<file path="src/logic/lcg_consts.svh">
// Constants for the line clock generator configuration block
// Function
// - Data register accesses the element chosen by the held select control type.
// - Control type: 0 setup,1 terminal,2 numerator,3 ref divisor,4-7 factors.
// - Setup bit 6 picks synthesizers (1) or external port receive clocks (0).
// - Setup bit 5 swaps sysclk/24 for generator outputs when source is 0x20.
// - Setup bit 4 feeds generators from reference clock (1) or system clock.
// - Type 1 sets pre-scaler terminal count; denominator is value plus one.
// - Type 2 sets pre-scaler numerator, used with the programmed denominator.
// - Type 3 is low byte of 9-bit count; divide ratio is value plus 257.
// - Type 4 holds the eight low bandwidth factor bits, 8 kbit/s each.
// - Type 5 holds factor msb, worth 2048 kbit/s when set.
// - Types 4,5: select bit 4 picks transmit group, bits 3-0 the group.
`ifndef LCG_CONSTS_SVH
`define LCG_CONSTS_SVH
`define LCG_SEL_INDEX     16'h0416
`define LCG_DATA_INDEX    16'h0417
`define LCG_SEL_ADDR      16'h1058
`define LCG_DATA_ADDR     16'h105c
`define LCG_RESET_BYTE    8'h00
`define LCG_RESET_BIT     1'b0
`define LCG_CTYPE_HI      7
`define LCG_CTYPE_LO      5
`define LCG_SEL_DIR       4
`define LCG_SEL_NUM_HI    4
`define LCG_BIT_SYNTH     6
`define LCG_BIT_SUBST     5
`define LCG_BIT_CLKSEL    4
`define LCG_SETUP_MASK    8'h70
`define LCG_MSB_MASK      8'h01
`define LCG_TSRC_GEN      8'h20
`define LCG_REFDIV_BASE   9'h101
`define LCG_DEN_PLUS      9'h001
`define LCG_MEM_AW        7
`define LCG_MEM_DEPTH     128
`endif

</file>
<file path="src/logic/lcg_pkg.sv">
// Types for the line clock generator configuration block
package lcg_pkg;
	typedef enum logic [2:0] {
		LCG_CT_SETUP    = 3'h0,
		LCG_CT_PRE_TC   = 3'h1,
		LCG_CT_PRE_NUM  = 3'h2,
		LCG_CT_REF_DIV  = 3'h3,
		LCG_CT_GRP_LO   = 3'h4,
		LCG_CT_GRP_HI   = 3'h5,
		LCG_CT_SYN_LO   = 3'h6,
		LCG_CT_SYN_HI   = 3'h7
	} lcg_ctype_e;
	typedef logic [7:0] lcg_byte_t;
endpackage : lcg_pkg

</file>
<file path="src/logic/lcg_mem_if.sv">
// Port bundle between the configuration logic and its element memory
`timescale 1ns/10ps
`default_nettype none
interface lcg_mem_if;
	logic                we;
	logic [6:0]          addr;
	lcg_pkg::lcg_byte_t  wdata;
	lcg_pkg::lcg_byte_t  rdata;
	modport ctrl (output we, output addr, output wdata, input rdata);
	modport mem  (input we, input addr, input wdata, output rdata);
endinterface : lcg_mem_if
`default_nettype wire

</file>
<file path="src/logic/lcg_elem_mem.sv">
// Per-group and per-port factor storage with registered read data
`timescale 1ns/10ps
`default_nettype none
`include "lcg_consts.svh"
module lcg_elem_mem (
	input  wire logic  pclk,
	input  wire logic  presetn,
	lcg_mem_if.mem     mif
);
	lcg_pkg::lcg_byte_t  store_reg [`LCG_MEM_DEPTH];
	// Reset clears every entry so factors read zero before programming
	always_ff @(posedge pclk or negedge presetn) begin
		if (!presetn) begin
			for (int i = 0; i < `LCG_MEM_DEPTH; i++) begin
				store_reg[i] <= `LCG_RESET_BYTE;
			end
			mif.rdata <= `LCG_RESET_BYTE;
		end else begin
			if (mif.we) begin
				store_reg[mif.addr] <= mif.wdata;
			end
			mif.rdata <= store_reg[mif.addr];
		end
	end
endmodule : lcg_elem_mem
`default_nettype wire

</file>
<file path="src/logic/lcg_top.sv">
// Line clock generator configuration: APB select/data pair and dividers
`timescale 1ns/10ps
`default_nettype none
`include "lcg_consts.svh"
module lcg_top (
	input  wire logic        pclk,
	input  wire logic        presetn,
	input  wire logic        psel,
	input  wire logic        penable,
	input  wire logic        pwrite,
	input  wire logic [15:0] paddr,
	input  wire logic [31:0] pwdata,
	output var  logic [31:0] prdata,
	output logic             pready,
	output logic             pslverr,
	input  wire logic [7:0]  group_timing_source,
	input  wire logic        gen_input_tick,
	output var  logic        rx_synth_enable,
	output var  logic        substitute_line_clock_gen,
	output var  logic        gen_input_clock_select,
	output logic             gen_outputs_in_use,
	output var  logic        prescale_tick,
	output var  logic        ref_div_tick
);
	lcg_mem_if mif ();

	logic [7:0]          sel_reg;
	logic                synth_reg;
	logic                subst_reg;
	logic                clksel_reg;
	lcg_pkg::lcg_byte_t  pre_tc_reg;
	lcg_pkg::lcg_byte_t  pre_num_reg;
	lcg_pkg::lcg_byte_t  ref_div_reg;
	logic                ack_reg;
	logic [31:0]         rdata_reg;
	logic                err_reg;
	logic [8:0]          acc_reg;
	logic [8:0]          acc_next;
	logic                pre_hit;
	logic [8:0]          ref_cnt_reg;
	logic [8:0]          ref_cnt_next;
	logic                ref_hit;

	// Fractional step: add numerator, wrap at denominator
	function automatic logic [9:0] frac_step(input logic [8:0] acc,
			input logic [7:0] num, input logic [8:0] den);
		logic [9:0] sum;
		sum = {1'b0, acc} + {2'b00, num};
		if (sum >= {1'b0, den}) begin
			frac_step = {1'b1, 9'(sum - {1'b0, den})};
		end else begin
			frac_step = {1'b0, sum[8:0]};
		end
	endfunction : frac_step

	lcg_elem_mem u_mem (
		.pclk    (pclk),
		.presetn (presetn),
		.mif     (mif)
	);

	lcg_pkg::lcg_ctype_e ctype;
	wire        hit_sel   = (paddr == `LCG_SEL_ADDR);
	wire        hit_data  = (paddr == `LCG_DATA_ADDR);
	wire        mapped    = hit_sel | hit_data;
	wire        access    = psel & penable;
	wire        wr_commit = access & ack_reg & pwrite & mapped;
	wire        wr_data   = wr_commit & hit_data;
	wire        is_mem    = ctype[2];
	wire [8:0]  pre_den   = {1'b0, pre_tc_reg} + `LCG_DEN_PLUS;
	wire [8:0]  ref_tc    = {1'b0, ref_div_reg} + `LCG_REFDIV_BASE;
	wire [7:0]  wbyte     = pwdata[7:0];
	wire [7:0]  setup_rd  = {1'b0, synth_reg, subst_reg, clksel_reg, 4'h0};
	wire [9:0]  step      = frac_step(acc_reg, pre_num_reg, pre_den);

	assign ctype = lcg_pkg::lcg_ctype_e'(sel_reg[`LCG_CTYPE_HI:`LCG_CTYPE_LO]);
	// Groups: select bit 4 = direction, 3-0 = group; ports use all five
	assign mif.addr  = {ctype[1:0], sel_reg[`LCG_SEL_NUM_HI:0]};
	assign mif.we    = wr_data & is_mem;
	// Only the defined msb survives for the group factor-high byte (type 5); type 7 keeps all eight bits
	assign mif.wdata = (ctype == lcg_pkg::LCG_CT_GRP_HI) ?
		(wbyte & `LCG_MSB_MASK) : wbyte;

	assign gen_outputs_in_use = subst_reg &
		(group_timing_source == `LCG_TSRC_GEN);

	assign pre_hit      = step[9];
	assign acc_next     = gen_input_tick ? step[8:0] : acc_reg;
	assign ref_hit      = gen_input_tick & (ref_cnt_reg == 9'(ref_tc - 9'h001));
	assign ref_cnt_next = ref_hit ? 9'h000 :
		(gen_input_tick ? 9'(ref_cnt_reg + 9'h001) : ref_cnt_reg);

	// Read data selected by the held control type
	logic [7:0] rd_byte;
	always_comb begin
		unique case (ctype)
			lcg_pkg::LCG_CT_SETUP:   rd_byte = setup_rd;
			lcg_pkg::LCG_CT_PRE_TC:  rd_byte = pre_tc_reg;
			lcg_pkg::LCG_CT_PRE_NUM: rd_byte = pre_num_reg;
			lcg_pkg::LCG_CT_REF_DIV: rd_byte = ref_div_reg;
			lcg_pkg::LCG_CT_GRP_LO,
			lcg_pkg::LCG_CT_GRP_HI,
			lcg_pkg::LCG_CT_SYN_LO,
			lcg_pkg::LCG_CT_SYN_HI:  rd_byte = mif.rdata;
		endcase
	end

	wire [31:0] rd_word = hit_sel ? {24'h000000, sel_reg} :
		(hit_data ? {24'h000000, rd_byte} : 32'h00000000);

	assign pready  = ack_reg;
	assign pslverr = err_reg;
	assign prdata  = rdata_reg;

	// One wait state: read byte is captured in the first access cycle, returned with pready in the second
	always_ff @(posedge pclk or negedge presetn) begin
		if (!presetn) begin
			ack_reg   <= 1'b0;
			err_reg   <= 1'b0;
			rdata_reg <= 32'h00000000;
		end else begin
			ack_reg   <= access & ~ack_reg;
			err_reg   <= access & ~ack_reg & ~mapped;
			rdata_reg <= (access & ~ack_reg & ~pwrite) ? rd_word : rdata_reg;
		end
	end

	always_ff @(posedge pclk or negedge presetn) begin
		if (!presetn) begin
			sel_reg <= `LCG_RESET_BYTE;
		end else if (wr_commit & hit_sel) begin
			sel_reg <= wbyte;
		end
	end

	// Setup bits; reserved bits are not stored and read zero
	always_ff @(posedge pclk or negedge presetn) begin
		if (!presetn) begin
			synth_reg  <= `LCG_RESET_BIT;
			subst_reg  <= `LCG_RESET_BIT;
			clksel_reg <= `LCG_RESET_BIT;
		end else if (wr_data & (ctype == lcg_pkg::LCG_CT_SETUP)) begin
			synth_reg  <= wbyte[`LCG_BIT_SYNTH];
			subst_reg  <= wbyte[`LCG_BIT_SUBST];
			clksel_reg <= wbyte[`LCG_BIT_CLKSEL];
		end
	end

	always_ff @(posedge pclk or negedge presetn) begin
		if (!presetn) begin
			pre_tc_reg  <= `LCG_RESET_BYTE;
			pre_num_reg <= `LCG_RESET_BYTE;
			ref_div_reg <= `LCG_RESET_BYTE;
		end else begin
			if (wr_data & (ctype == lcg_pkg::LCG_CT_PRE_TC)) begin
				pre_tc_reg <= wbyte;
			end
			if (wr_data & (ctype == lcg_pkg::LCG_CT_PRE_NUM)) begin
				pre_num_reg <= wbyte;
			end
			if (wr_data & (ctype == lcg_pkg::LCG_CT_REF_DIV)) begin
				ref_div_reg <= wbyte;
			end
		end
	end

	assign rx_synth_enable           = synth_reg;
	assign substitute_line_clock_gen = subst_reg;
	assign gen_input_clock_select    = clksel_reg;

	// Dividers advance on the generator input tick from the clock mux
	always_ff @(posedge pclk or negedge presetn) begin
		if (!presetn) begin
			acc_reg       <= 9'h000;
			prescale_tick <= 1'b0;
			ref_cnt_reg   <= 9'h000;
			ref_div_tick  <= 1'b0;
		end else begin
			acc_reg       <= acc_next;
			prescale_tick <= gen_input_tick & pre_hit;
			ref_cnt_reg   <= ref_cnt_next;
			ref_div_tick  <= ref_hit;
		end
	end
endmodule : lcg_top
`default_nettype wire

</file>
<file path="config.mk">
export PLATFORM = sky130hd
export DESIGN_NAME = lcg_top
export DESIGN_NICKNAME = d
export VERILOG_FILES = /design/src/logic/lcg_pkg.sv /design/src/logic/lcg_mem_if.sv /design/src/logic/lcg_elem_mem.sv /design/src/logic/lcg_top.sv
export VERILOG_INCLUDE_DIRS = /design/src /design/src/logic
export SDC_FILE = /design/constraint.sdc
export NUM_CORES = 2
export LEC_CHECK = 0
export ABC_AREA = 1
export BUFFER_PORTS_ARGS = -buffer_cell sky130_fd_sc_hd__buf_2
export CORE_UTILIZATION = 45
export CTS_CLUSTER_SIZE = 30
export DETAILED_ROUTE_END_ITERATION = 8
export PLACE_DENSITY = 0.59
export SLEW_MARGIN = 15
export SYNTH_ARGS = -nofsm -noshare
export SYNTH_HDL_FRONTEND = slang
export SYNTH_SLANG_ARGS = --single-unit
</file>
<file path="constraint.sdc">
create_clock -name pclk -period 3.3 [get_ports pclk]
set_input_delay 0.33 -clock pclk [delete_from_list [all_inputs] [get_ports pclk]]
set_output_delay 0.33 -clock pclk [all_outputs]
set_load 0.1 [all_outputs]
</file>
# Yosys cells after proc, flatten, opt, wreduce, memory -nomap -nowiden
# Index checks and enable logic that the tools add are counted.
# totals
ff_bits	1121
output_inout_bits	40
in_bits	62
elab_cells	202
# classes
n_lt_le_gt_ge	3
mux	13
eq_ne	11
addsub	6
bitwise_logic	22
reduce_logical	4
# op_table
operator	count
1024-bit bitwise mux	1
8-bit binary-select mux with 7-bit select	1
8-bit demux with 7-bit select	1
8-bit two-way mux	6
8-bit case mux with 5 select lines	1
16-bit by 13-bit equality test with 1-bit output, second input constant	2
9-bit two-way mux	2
1-bit bitwise AND	17
3-bit equality test, second input constant	4
9-bit by 8-bit adder with 10-bit output	1
10-bit by 9-bit >= comparator with 1-bit output	1
10-bit two-way mux	1
8-bit by 1-bit adder with 9-bit output, second input constant	1
8-bit by 9-bit adder with 9-bit output, second input constant	1
9-bit by 1-bit adder with 9-bit output, second input constant	1
9-bit equality test	1
9-bit by 1-bit subtractor with 9-bit output, second input constant	1
9-bit subtractor	1
8-bit by 6-bit equality test with 1-bit output, second input constant	1
8-bit >= comparator, second input constant	1
8-bit by 1-bit less-than comparator with 1-bit output, second input constant	1
7-bit NOT with 8-bit output	1
3-bit by 2-bit equality test with 1-bit output, second input constant	2
4-bit OR reduction	1
6 further kinds	8

# Longest topological paths before layout
# depth
depth_word	6
depth_mapped	17
mapped_depth_nobuf	17

# Modules after synthesis
# From an unflattened synthesis, not the netlist that was laid out.
# unflattened
cells_unflattened	7292
hier_area_um2	53268.6
# modules_own_cells
module	area_per_inst_um2	cells_each	seq_area_each_um2	instances
lcg_elem_mem	48805.6	6686	25824.8	1
lcg_top	4463.0	606	1626.6	1

# Least setup slack after synthesis
# No wires, ideal clock.
# synth_path
kind	register to output
start	register subst_reg (netlist: substitute_line_clock_gen)
end	output gen_outputs_in_use
required_ps	2970
path_buffers	0
t_arrival_ps	4095
slack_ps	-1125
path_stages_with_launch	2
path_cell_list	dfrtp_1 -> nor4b_1
# synth_between
elab_chain_len	1
# synth_lines
element	line	rtl
start, declared	lcg_top.sv:29	logic subst_reg;
start signal, assigned	lcg_top.sv:140	subst_reg <= `LCG_RESET_BIT;
start signal, assigned	lcg_top.sv:144	subst_reg <= wbyte[`LCG_BIT_SUBST];
1-bit bitwise AND	lcg_top.sv:84	assign gen_outputs_in_use = subst_reg &
end, declared	lcg_top.sv:21	output logic gen_outputs_in_use,
# Every way passes these cells.

# Final worst setup path
# layout_path
start	register pre_num_reg[0]
end	register acc_reg[0]
# layout_between
elab_chain_len	3
word_cells_on_any_way	4
cone_classes	add/sub: 2; order compare: 1; mux: 1
# layout_lines
element	line	rtl
start, declared	lcg_top.sv:32	lcg_pkg::lcg_byte_t pre_num_reg;
start signal, assigned	lcg_top.sv:152	pre_num_reg <= `LCG_RESET_BYTE;
start signal, assigned	lcg_top.sv:159	pre_num_reg <= wbyte;
9-bit by 8-bit adder with 10-bit output *	lcg_top.sv:48	sum = {1'b0, acc} + {2'b00, num};
9-bit subtractor / 10-bit by 9-bit >= comparator with 1-bit output (equally long branches)	lcg_top.sv:50, lcg_top.sv:49	
10-bit two-way mux *	lcg_top.sv:49	if (sum >= {1'b0, den}) begin
end signal, assigned	lcg_top.sv:179	acc_reg <= acc_next;
end, declared	lcg_top.sv:37	logic [8:0] acc_reg;
# Mark *: on every way between the ends. The rest lies on a longest branch, timed or not.
# A chain may end at the register's enable or synchronous reset.

==> flow_summary.ini <==
[run_status]
run_status = finished clean

[timing]
skew_ps = 35.1
hold_viol = 0
period_needed_ps = 3060
rsz0062_at_grt = no
whs_ps = 60.7
fin_crit_sh_pct = 92.8
fmax_mhz = 326
setup_viol = 0
finalSetupTns_ps = 0
slew_viol_final = 0
finalWorstSetupSlack_ps = 237
slew_headroom_pct = 35.3
tightest_slew_ps = 961

[finish]
drive_above_1_share_pct = 7.04
area_delta_synth_final_pct = 10.7
largest_reg_flops = 1024
stdcell_count = 9152
fillers = 12000
nets = 7516
diodes = 0
design_area_mm2 = 0.0617

[drt]
drcViolationCount = 0
wl_mm = 158
antenna_left = 0
dr.pass1.iters = 7
via_per_inst = 4.97
drt-met1-wl_mm = 73.6
dr_wl_met2_mm = 70.8
drtIter0Drc = 4299
vias = 45500
top_layer_used = met4
routedWlPerCell_um = 17.3
dr_wl_met3_mm = 9.60

[floorplanning]
initial_core_util_pct = 45.5
die_w_um = 354
num_rows = 128
die_area_mm2 = 0.125
ioPinCount = 102
die_h_um = 354
coreArea_mm2 = 0.122

[grt]
grt_pass1_wl_mm = 254
antenna_found_initial = 1
grt_overflow = 0
grt_usage_pct = 25.7
grt_max_degree = 162
grt_pass1_vias = 43200

[logic_synthesis]
yosysWarnings = 0
syn_area_per_cell_um2 = 7.41
muxShareOfSynthArea_pct = 0.0202
synth_edf_count = 0
yosysTopAreaCellShare_pct = 49.3
synth_top_family_by_area = simple AND/OR/NAND/NOR gates
synth_compound_area_share_pct = 11.8
yosys_most_used_dff = dfrtp_1
synthAdderAreaFrac_pct = 0.499
synthCells = 7517
synth-xor-area-share_pct = 0.377
synth_cell_types = 50
synth.area.top_cells = dfrtp_1 (49%), nand2_1 (20%), o21ai_0 (10%), inv_1 (7.4%), nor3_4 (2.8%)
synthesis.area_mm2 = 0.0557
ys_seq_elements = 1097
synth-seq-area-share_pct = 49.3
synth_area_leader_cell = dfrtp_1
yosys.area_share.simple_pct = 26.4
async_flop_share_pct = 100

[clock_tree]
cts-root-buf = clkbuf_16
cts_inserted_buffers = 121
tritoncts = yes
clkLatencyLatePin_ps = 760
h-tree-depth = 3
clock_sinks = 1097
cts.reportedPaths.clkPinSlew_ps = 60
clock_path_buffers = 3

[setup_path]
end_kind = flop
slowest_delay_ps = 420
cpMaxStageDelayCell = fa_1
cp_cell_sequence = ha_1 > fa_1 > nand3_1 > nand2_1 > buf_4 > xnor2_1 > inv_1 > ha_4 > nand2_1 > nor2_1 > nand2_1 > nand3_1 > nand2_1 > nand3_2 > nor2_2 > buf_4 > nand2_1 > nand3_1
reg2reg_slack_ps = 240
critPathMaxFanout = 5
crit_path_frequent_cell = nand2_1
critPathArrivalTime_ps = 3680
critPathRequiredTime_ps = 3920
start_kind = flop
crit_type = flop to flop

[placed_design]
place_area_mm2 = 0.0575
place_ws_ps = 221
hpwl_mm = 99.9
gp_congestion = 0.863
port_buffers = 53
dp_cells = 8918

[power]
power_density_mw_per_mm2 = 459
p_leak_nw = 32.6
irDropWorstVdd_mv = 0.444

[job]
drv_cap = 0

[worst_hold_path]
hp-class = primary input to flop
-- layer usage --
| layer | vias up | GRT usage, % |
|---|---|---|
| met4 | 0 | 7.19 |
| li1 | 22700 | - |
| met1 | 21400 | 37.4 |
| met3 | 231 | 3.92 |
| met2 | 1205 | 39.7 |
| met5 | - | 0 |
-- stage by stage --
| step | power (W) | utilization, % |
|---|---|---|
| after floorplan | 0.0143 | - |
| after global placement | 0.0149 | 47.0 |
| after detailed placement | 0.0149 | 47.0 |
| after CTS | 0.0286 | 50.4 |
| after global routing | 0.0292 | 50.4 |
| final | 0.0283 | 50.4 |
-- synth_stat cells (6+ instances only) --
master / n
nand2_1: 2975
o21ai_0: 1153
inv_1: 1098
dfrtp_1: 1097
nor2_1: 316
clkbuf_1: 189
buf_2: 121
nor3_4: 95
o21ai_1: 77
buf_4: 64
nand4_1: 48
buf_1: 39
a21oi_1: 31
nand3_1: 30
buf_6: 25
inv_2: 21
xor2_1: 20
ha_1: 19
o22ai_1: 17
nor3_1: 11
nor2_2: 9
clkinv_1: 7
nand3_2: 6
nand3b_1: 6
-- cells by family after synthesis --
group / after synthesis
compound gates: 1297
xor+xnor: 24
fa+ha+maj: 21
buf+inv: 1567
flops: 1097
mux: 1
other cells: 1
simple gates: 3509
-- timing repair --
item / 4_1_cts / 5_1_grt
endpoints found under the setup margin: 0 / 9
hold endpoints to repair: 72 / 0
setup buffers: 0 / 0
hold buffers: 17 / 0
gates resized for setup: 0 / 6
-- where the power goes --
part,internal [W],switching (W)
logic,0.000184,0.000864
registers,0.0135,0.0000651
clock network,0.00801,0.00566
total,0.0217,0.00659
-- worst paths after layout --
check / startpoint / to / depth (start not counted)
max: pre_num_reg[0] / acc_reg[0] / 18
min reg2reg: pready / pready / 1
max reg2reg: pre_num_reg[0] / acc_reg[0] / 18
max in group asynchronous: presetn / u_mem.store_reg[960] / 3
min: paddr[5] / prdata[3] / 6
min in group asynchronous: presetn / u_mem.store_reg[1006] / 2
-- cell usage in the layout (no fill, tap or decap), types with 8 or more instances in the layout --
| master | n |
|---|---|
| xor2_1 | 20 |
| o21ai_1 | 77 |
| nor3_1 | 11 |
| nand4_1 | 48 |
| clkbuf_8 | 34 |
| nor3_4 | 95 |
| clkbuf_1 | 41 |
| inv_1 | 1097 |
| buf_12 | 41 |
| nor2_1 | 315 |
| nand2_1 | 2975 |
| buf_4 | 99 |
| nand3_2 | 8 |
| inv_2 | 20 |
| buf_2 | 51 |
| o21ai_0 | 1153 |
| dfrtp_1 | 1093 |
| clkbuf_16 | 122 |
| ha_1 | 18 |
| a21oi_1 | 29 |
| nand3_1 | 28 |
| conb_1 | 24 |
| dlygate4sd3_1 | 17 |
| nor2_2 | 10 |
| inv_4 | 8 |
| o22ai_1 | 17 |
-- critical path, delay by kind of cell, from the launching register on --
kind | cells | cell delay [ps]
xor gates and xnor gates | 1 | 190
and+or+nand+nor | 11 | 940
buffers and inverters | 3 | 430
adders and majority gates | 3 | 970
DFF | 1 | 400
-- cell type report --
class / instances / area, um2 / share of cell area [%]
timing repair buffer: 209 / 2000 / 3.25
sequential: 1097 / 27500 / 44.5
clock buffer: 197 / 3670 / 5.96
clock inverter: 20 / 305 / 0.495
inverter: 1128 / 4280 / 6.94
multi-input combinational: 4876 / 21900 / 35.5
tap: 1625 / 2030 / 3.30
Note: power is estimated with default switching activity, not from simulation.
